===== config.mk =====
export PLATFORM = sky130hd
export DESIGN_NAME = temp_sensor_serial_conversion
export DESIGN_NICKNAME = d
export VERILOG_FILES = /design/src/shared/temp_sensor_pkg.sv /design/src/hdl/temp_sensor_serial_conversion.sv
export SDC_FILE = /design/constraint.sdc
export NUM_CORES = 1
export LEC_CHECK = 0
export BUFFER_PORTS_ARGS = -buffer_cell sky130_fd_sc_hd__buf_2
export CORE_MARGIN = 2
export CORE_UTILIZATION = 55
export CTS_CLUSTER_DIAMETER = 120
export DETAILED_ROUTE_END_ITERATION = 7
export GPL_TIMING_DRIVEN = 0
export PLACE_DENSITY = 0.85
export SLEW_MARGIN = 10
export SYNTH_ARGS = -nofsm -noshare
export SYNTH_HDL_FRONTEND = slang
export SYNTH_SLANG_ARGS = --single-unit

===== constraint.sdc =====
create_clock -name clk_sys_in -period 2.4 [get_ports clk_sys_in]
set_input_delay 0.24 -clock clk_sys_in [delete_from_list [all_inputs] [get_ports clk_sys_in]]
set_output_delay 0.24 -clock clk_sys_in [all_outputs]
set_load 0.05 [all_outputs]

===== src/shared/temp_sensor_pkg.sv =====
/*
  Constants, timing counts and carrier types for the serial temperature sensor
  readout block. Assumes a 10 MHz system clock that stands in for the internal
  conversion oscillator.
*/
package temp_sensor_pkg;

  // ----------------------------------------------------------------------
  // Timing
  // ----------------------------------------------------------------------
  localparam int unsigned CLK_FREQ_HZ = 10_000_000;
  localparam int unsigned CONV_INTERVAL_MS = 1500;
  localparam int unsigned CONV_TIME_US = 1200;
  localparam int unsigned CONV_INTERVAL_CYCLES = CONV_INTERVAL_MS * (CLK_FREQ_HZ / 1000);
  localparam int unsigned CONV_TIME_CYCLES = CONV_TIME_US * (CLK_FREQ_HZ / 1_000_000);
  localparam int unsigned TIMER_W = 24;

  // ----------------------------------------------------------------------
  // Frame and register layout
  // ----------------------------------------------------------------------
  localparam int unsigned TEMP_W = 14;
  localparam int unsigned FRAME_BITS = 16;
  localparam int unsigned BIT_CNT_W = 4;
  localparam int unsigned SIGN_BIT_POS = 13;
  localparam int unsigned PWR_DOWN_POS = 13;
  localparam logic [1:0] LEAD_ZEROS = 2'h0;
  localparam logic [3:0] LAST_BIT_IDX = 4'hF;
  localparam logic [FRAME_BITS-1:0] CTRL_RESET = 16'h0000;
  localparam logic [TEMP_W-1:0] TEMP_RESET = 14'h0000;

  // ----------------------------------------------------------------------
  // Types
  // ----------------------------------------------------------------------
  typedef struct packed {
    logic cs_n;
    logic sclk;
    logic din;
  } serial_pins_s;

  typedef enum logic [0:0] {
    CONV_IDLE = 1'b0,
    CONV_RUN  = 1'b1
  } conv_state_e;

endpackage


===== src/hdl/temp_sensor_serial_conversion.sv =====
/*
  Digital side of a micropower temperature sensor: conversion scheduler,
  result buffer and readable temperature register, and the 4-wire serial
  slave port. Assumes the analog converter presents its result on
  adc_sample_in, valid at the end of each conversion, and that the serial
  pins come from another clock domain and are synchronised here.
*/
`timescale 1ns/10ps

module temp_sensor_serial_conversion
  import temp_sensor_pkg::*;
#(
  parameter int unsigned INTERVAL_CYCLES = CONV_INTERVAL_CYCLES,
  parameter int unsigned CONVERT_CYCLES = CONV_TIME_CYCLES
) (
  // Clock and reset
  input wire logic clk_sys_in,
  input wire logic reset_in,
  // Serial pins
  input wire logic cs_n_in,
  input wire logic sclk_in,
  input wire logic din_in,
  output logic dout_out,
  output logic dout_en_n_out,
  // Analog converter
  input wire logic [TEMP_W-1:0] adc_sample_in,
  output logic analog_power_out,
  // Status
  output logic shutdown_out,
  output logic [TEMP_W-1:0] temperature_out
);

  // ----------------------------------------------------------------------
  // Helpers
  // ----------------------------------------------------------------------
  function automatic logic frame_bit(input logic [TEMP_W-1:0] temp,
                                     input logic [BIT_CNT_W-1:0] idx);
    logic [FRAME_BITS-1:0] word;
    word = {LEAD_ZEROS, temp};
    frame_bit = word[LAST_BIT_IDX - idx];
  endfunction

  // ----------------------------------------------------------------------
  // Declarations
  // ----------------------------------------------------------------------
  serial_pins_s pins_meta_ff;
  serial_pins_s pins_sync_ff;
  logic sclk_prev_ff;
  logic cs_n_prev_ff;
  logic [BIT_CNT_W-1:0] rise_cnt_ff;
  logic [BIT_CNT_W-1:0] fall_cnt_ff;
  logic [FRAME_BITS-1:0] ctrl_shift_ff;
  logic [FRAME_BITS-1:0] control_ff;
  logic shutdown_ff;
  logic activity_ff;
  logic first_fall_ff;
  logic dout_ff;
  logic dout_en_n_ff;
  logic [TEMP_W-1:0] buffer_ff;
  logic buffer_new_ff;
  logic [TEMP_W-1:0] temperature_ff;
  conv_state_e conv_state_ff;
  conv_state_e nxt_conv_state;
  logic [TIMER_W-1:0] interval_cnt_ff;
  logic [TIMER_W-1:0] conv_cnt_ff;
  logic analog_power_ff;

  logic selected;
  logic sclk_rise;
  logic sclk_fall;
  logic frame_start;
  logic frame_end;
  logic ctrl_load;
  logic [FRAME_BITS-1:0] nxt_control;
  logic leave_shutdown;
  logic interval_expired;
  logic start_after_io;
  logic conv_start;
  logic conv_done;
  logic copy_buffer;
  logic [TEMP_W-1:0] nxt_temperature;

  // ----------------------------------------------------------------------
  // Pin synchronisers and edge detection
  // ----------------------------------------------------------------------
  // The serial clock is sampled, not used as a clock, so the master's clock
  // must stay well below half the system rate.
  always_ff @(posedge clk_sys_in) begin
    if (reset_in) begin
      pins_meta_ff <= '{cs_n: 1'b1, sclk: 1'b0, din: 1'b0};
      pins_sync_ff <= '{cs_n: 1'b1, sclk: 1'b0, din: 1'b0};
      sclk_prev_ff <= 1'b0;
      cs_n_prev_ff <= 1'b1;
    end else begin
      pins_meta_ff <= '{cs_n: cs_n_in, sclk: sclk_in, din: din_in};
      pins_sync_ff <= pins_meta_ff;
      sclk_prev_ff <= pins_sync_ff.sclk;
      cs_n_prev_ff <= pins_sync_ff.cs_n;
    end
  end

  assign selected = !pins_sync_ff.cs_n;
  assign sclk_rise = selected && pins_sync_ff.sclk && !sclk_prev_ff;
  assign sclk_fall = selected && !pins_sync_ff.sclk && sclk_prev_ff;
  assign frame_start = cs_n_prev_ff && !pins_sync_ff.cs_n;
  assign frame_end = !cs_n_prev_ff && pins_sync_ff.cs_n;

  // ----------------------------------------------------------------------
  // Serial input and control register
  // ----------------------------------------------------------------------
  assign ctrl_load = sclk_rise && (rise_cnt_ff == LAST_BIT_IDX);
  assign nxt_control = {ctrl_shift_ff[FRAME_BITS-2:0], pins_sync_ff.din};
  assign leave_shutdown = ctrl_load && shutdown_ff && !nxt_control[PWR_DOWN_POS];

  always_ff @(posedge clk_sys_in) begin
    if (reset_in) begin
      rise_cnt_ff <= '0;
      ctrl_shift_ff <= CTRL_RESET;
    end else if (frame_start) begin
      // A frame cut short leaves only a partial shift, which is discarded here.
      rise_cnt_ff <= '0;
      ctrl_shift_ff <= CTRL_RESET;
    end else if (sclk_rise) begin
      rise_cnt_ff <= rise_cnt_ff + 4'h1;
      ctrl_shift_ff <= nxt_control;
    end
  end

  always_ff @(posedge clk_sys_in) begin
    if (reset_in) begin
      control_ff <= CTRL_RESET;
      shutdown_ff <= 1'b0;
    end else if (ctrl_load) begin
      control_ff <= nxt_control;
      shutdown_ff <= nxt_control[PWR_DOWN_POS];
    end
  end

  // ----------------------------------------------------------------------
  // Transaction tracking
  // ----------------------------------------------------------------------
  always_ff @(posedge clk_sys_in) begin
    if (reset_in) begin
      activity_ff <= 1'b0;
    end else if (frame_start) begin
      activity_ff <= 1'b0;
    end else if (sclk_rise || sclk_fall) begin
      activity_ff <= 1'b1;
    end
  end

  // Starts set so that a master that never deselects still gets one copy.
  always_ff @(posedge clk_sys_in) begin
    if (reset_in) begin
      first_fall_ff <= 1'b1;
    end else if (frame_start) begin
      first_fall_ff <= 1'b1;
    end else if (sclk_fall) begin
      first_fall_ff <= 1'b0;
    end
  end

  // ----------------------------------------------------------------------
  // Temperature register and serial output
  // ----------------------------------------------------------------------
  assign copy_buffer = sclk_fall && first_fall_ff && buffer_new_ff &&
                       (conv_state_ff == CONV_IDLE);
  assign nxt_temperature = copy_buffer ? buffer_ff : temperature_ff;

  always_ff @(posedge clk_sys_in) begin
    if (reset_in) begin
      temperature_ff <= TEMP_RESET;
    end else begin
      temperature_ff <= nxt_temperature;
    end
  end

  always_ff @(posedge clk_sys_in) begin
    if (reset_in) begin
      fall_cnt_ff <= '0;
    end else if (frame_start) begin
      fall_cnt_ff <= '0;
    end else if (sclk_fall) begin
      fall_cnt_ff <= fall_cnt_ff + 4'h1;
    end
  end

  always_ff @(posedge clk_sys_in) begin
    if (reset_in) begin
      dout_ff <= 1'b0;
      dout_en_n_ff <= 1'b1;
    end else if (!selected) begin
      dout_ff <= 1'b0;
      dout_en_n_ff <= 1'b1;
    end else if (frame_start) begin
      dout_ff <= frame_bit(temperature_ff, 4'h0);
      dout_en_n_ff <= 1'b0;
    end else if (sclk_fall) begin
      dout_ff <= frame_bit(nxt_temperature, fall_cnt_ff + 4'h1);
      dout_en_n_ff <= 1'b0;
    end
  end

  // ----------------------------------------------------------------------
  // Conversion scheduler
  // ----------------------------------------------------------------------
  assign interval_expired = !shutdown_ff &&
                            (interval_cnt_ff == TIMER_W'(INTERVAL_CYCLES - 1));
  assign start_after_io = frame_end && activity_ff && !shutdown_ff;
  assign conv_start = (conv_state_ff == CONV_IDLE) &&
                      (interval_expired || start_after_io || leave_shutdown);
  assign conv_done = (conv_state_ff == CONV_RUN) &&
                     (conv_cnt_ff == TIMER_W'(CONVERT_CYCLES - 1));

  // Runs on the system clock, but is held clear in shutdown and restarted after each transfer with clock edges.
  always_ff @(posedge clk_sys_in) begin
    if (reset_in) begin
      interval_cnt_ff <= '0;
    end else if (shutdown_ff && !leave_shutdown) begin
      interval_cnt_ff <= '0;
    end else if (frame_end && activity_ff) begin
      interval_cnt_ff <= '0;
    end else if (leave_shutdown || interval_expired) begin
      interval_cnt_ff <= '0;
    end else begin
      interval_cnt_ff <= interval_cnt_ff + 24'h000001;
    end
  end

  always_comb begin
    nxt_conv_state = conv_state_ff;
    case (conv_state_ff)
      CONV_IDLE: begin
        if (conv_start) begin
          nxt_conv_state = CONV_RUN;
        end
      end
      CONV_RUN: begin
        // Only completion ends a conversion; serial traffic has no say here.
        if (conv_done) begin
          nxt_conv_state = CONV_IDLE;
        end
      end
      default: begin
        nxt_conv_state = CONV_IDLE;
      end
    endcase
  end

  always_ff @(posedge clk_sys_in) begin
    if (reset_in) begin
      conv_state_ff <= CONV_IDLE;
      analog_power_ff <= 1'b0;
    end else begin
      conv_state_ff <= nxt_conv_state;
      analog_power_ff <= (nxt_conv_state == CONV_RUN);
    end
  end

  always_ff @(posedge clk_sys_in) begin
    if (reset_in) begin
      conv_cnt_ff <= '0;
    end else if (conv_state_ff == CONV_RUN && !conv_done) begin
      conv_cnt_ff <= conv_cnt_ff + 24'h000001;
    end else begin
      conv_cnt_ff <= '0;
    end
  end

  // The completion setting the flag wins over a copy clearing it.
  always_ff @(posedge clk_sys_in) begin
    if (reset_in) begin
      buffer_ff <= TEMP_RESET;
      buffer_new_ff <= 1'b0;
    end else if (conv_done) begin
      buffer_ff <= adc_sample_in;
      buffer_new_ff <= 1'b1;
    end else if (copy_buffer) begin
      buffer_new_ff <= 1'b0;
    end
  end

  // ----------------------------------------------------------------------
  // Outputs
  // ----------------------------------------------------------------------
  assign dout_out = dout_ff;
  assign dout_en_n_out = dout_en_n_ff;
  assign analog_power_out = analog_power_ff;
  assign shutdown_out = shutdown_ff;
  assign temperature_out = temperature_ff;

endmodule


==> results.sh <==
export IMPL_max_freq_mhz=477
export IMPL_boundaryPins=37
export IMPL_grt_overflow_total=0
export IMPL_drc=0
export IMPL_start_kind="flip-flop"
export IMPL_ir_drop_mv=0.305
export IMPL_worstMarginPinSlew_ps=885
export IMPL_grt_pass1_wl_um=17100
export IMPL_vias=3856
export IMPL_rsz0062_at_grt="false"
export IMPL_dieArea_um2=9550
export IMPL_fillerInstances=718
export IMPL_p_leak_nw=1.85
export IMPL_grt_pass1_vias=3766
export IMPL_ys_seq_elements=112
export IMPL_core_area_um2=8640
export IMPL_seq_area_frac_synth=0.464
export IMPL_layout_drive_gt1_share=0.144
export IMPL_synth_edf_count=0
export IMPL_syn_avg_cell_area_um2=9.02
export IMPL_synthesis_area_um2=4830
export IMPL_nNetsFinal=607
export IMPL_grt_use_total=0.218
export IMPL_hpwl_um=7190
export IMPL_finalWirelength_um=10100
export IMPL_diodes=0
export IMPL_insertion_delay_ps=380
export IMPL_gp_congestion=0.865
export IMPL_port_buffers=35
export IMPL_yosys_most_used_dff="dfxtp_1"
export IMPL_max_cap_viol_count=0
export IMPL_grt_max_degree=20
export IMPL_worstPathMaxFanout=10
export IMPL_syn_nets=559
export IMPL_status="finished, final reports clean"
export IMPL_first_iter_violations=128
export IMPL_critPathRequiredTime_ps=2650
export IMPL_async_reset_ff_frac=0
export IMPL_hp_class="in -> reg"
export IMPL_path_class="reg -> reg"
export IMPL_syn_inst=536
export IMPL_total_power_mw=3.00
export IMPL_fp_dieH_um=97.7
export IMPL_timing_final_crit_share=0.874
export IMPL_dieWidth_um=97.7
export IMPL_cts_max_path_buffers=2
export IMPL_antenna_left=0
export IMPL_final_setup_tns_ps=0
export IMPL_layout_cells_non_filler=697
export IMPL_routed_via_density=5.53
export IMPL_drtPass1Iterations=4
export IMPL_dp_cells=679
export IMPL_syn2layout_area_growth_pct=10.5
export IMPL_synth_distinct_cells=54
export IMPL_tritoncts="built"
export IMPL_clk_pin_slew_ps=110
export IMPL_clkSinkCount=112
export IMPL_hold_violations=0
export IMPL_power_per_cell_area_nw_per_um2=562
export IMPL_ys_warn_count=0
export IMPL_setup_viol=0
export IMPL_crit_arrival_ps=2350
export IMPL_num_rows=34
export IMPL_ctsHoldBuffers=0
export IMPL_cts_buffers=9
export IMPL_htreeDepth=3
export IMPL_antenna_found_initial=0
export IMPL_final_max_slew_viol_count=0
export IMPL_layout_min_cycle_time_ps=2100
export IMPL_clockRootBuffer="clkbuf_8"
export IMPL_fin_skew_ps=11.5
export IMPL_worstSetupEndpointType="flip-flop"
export IMPL_start_util=0.560
export IMPL_wl_per_cell_um=14.4
export IMPL_slew_headroom=0.405
==> path summary, 6_finish.rpt <==
kind                                 startpoint  slack (ps)  depth (start not counted)               to
worst max-delay path             conv_cnt_ff[0]         300                          7     buffer_ff[9]
worst min-delay path                    cs_n_in          70                          2  pins_meta_ff[2]
worst min register to register  pins_meta_ff[2]         440                          1  pins_sync_ff[2]
worst max register to register   conv_cnt_ff[0]         300                          7     buffer_ff[9]
==> critical path, stage by stage, from the launching register on <==
cell     delay, ps
dfxtp_1        410
ha_1           250
and3_1         220
nand3_1        170
nor3_4         360
buf_6          230
mux2i_1        260
nor2_1          60
==> synthesized netlist by cell type (all sizes together), types with 8 or more instances <==
| cell type | n | area [um2] |
|---|---|---|
| inv | 9 | 33.8 |
| xor2 | 24 | 210 |
| nor2b | 8 | 50.1 |
| buf | 11 | 66.3 |
| mux2i | 27 | 270 |
| nand2 | 53 | 199 |
| nand3 | 25 | 125 |
| nor3 | 11 | 66.3 |
| a21oi | 22 | 110 |
| and3 | 10 | 62.6 |
| nor2 | 90 | 345 |
| o21ai | 8 | 40.0 |
| nor4 | 9 | 96.3 |
| dfxtp | 112 | 2240 |
| clkbuf | 14 | 52.6 |
| xnor2 | 27 | 236 |
| nand4 | 14 | 87.6 |
==> cell type report <==
class / count / area, um2 / share of cell area
repair buffers: 38 / 198 / 0.0370
inverters: 9 / 33.8 / 0.00632
flip-flops and latches: 112 / 2240 / 0.420
well taps: 108 / 135 / 0.0253
clock inverters: 7 / 55.1 / 0.0103
clock buffers: 9 / 124 / 0.0232
multi-input cells: 390 / 2440 / 0.456
plain buffers: 24 / 116 / 0.0218
==> cell families (layout without fill, tap and decap cells) <==
logic type      after synthesis  in the layout  synth area share
xor+xnor                     51             51            0.0924
buf+inv                      34             87            0.0316
fa+ha+maj                     4              4            0.0104
mux                          30             30            0.0676
simple gates                257            257             0.273
compound gates               48             48            0.0609
flops                       112            112             0.464
==> metrics by stage <==
stage	setup WS (ps)	instance area, um2	util	hold WS, ps
4_1_cts	45.9	5320	0.616	76.6
3_3_place_gp	175	5140	0.595	394
2_1_floorplan	472	4830	-	344
3_5_place_dp	75.0	5140	0.595	393
5_1_grt	111	5340	0.619	75.3
6_report	302	5340	0.619	72.0
==> where the power goes <==
part | internal [mW] | total, mW | switching (mW)
logic | 0.0284 | 0.0766 | 0.0482
clock network | 0.391 | 1.05 | 0.659
registers | 1.87 | 1.88 | 0.00706
==> registers in the layout, summed over array words and instances, names as in the netlist, 2 cells and up <==
signal and count:
interval_cnt_ff 24, ctrl_shift_ff 13, buffer_ff 14, pins_sync_ff 2, rise_cnt_ff 4, temperature_out 14, conv_cnt_ff 24, pins_meta_ff 3
fall_cnt_ff 4
==> metal layers <==
metal / vias up / GRT usage / part of all wire
met3: 10 / 0.0451 / 0.051
met5: - / 0 / 0
met4: 0 / 0.0791 / 0.012
li1: 1921 / - / -
met2: 88 / 0.368 / 0.49
met1: 1837 / 0.278 / 0.44
==> placed cells by master (no fill, tap or decap), types with 2 or more instances in the layout <==
cell and count:
dfxtp_1 112, nor2_1 89, nand2_1 53, buf_2 43, mux2i_1 27, xnor2_1 27
nand3_1 25, xor2_1 24, a21oi_1 22, nand4_1 14, clkbuf_1 12, and3_1 10
nor3_1 10, inv_1 9, clkbuf_8 9, o21ai_0 8, nor2b_1 8, nor4b_1 7
nand2b_1 7, buf_4 5, nor4_1 4, and2_1 4, or2_2 4, nor4_2 4
ha_1 4, nor3b_1 3, a211oi_1 3, nand3b_1 2, a31oi_1 2, and4_1 2
or3_1 2, mux4_2 2, a22oi_1 2, clkinv_2 2, inv_6 2
==> repair_timing <==
action	4_1_cts	5_1_grt
setup endpoints to repair	0	2
hold endpoints to repair	0	0
resized for setup	0	2
setup buffers	0	3
No activity file was read; power rests on OpenSTA's default activity.
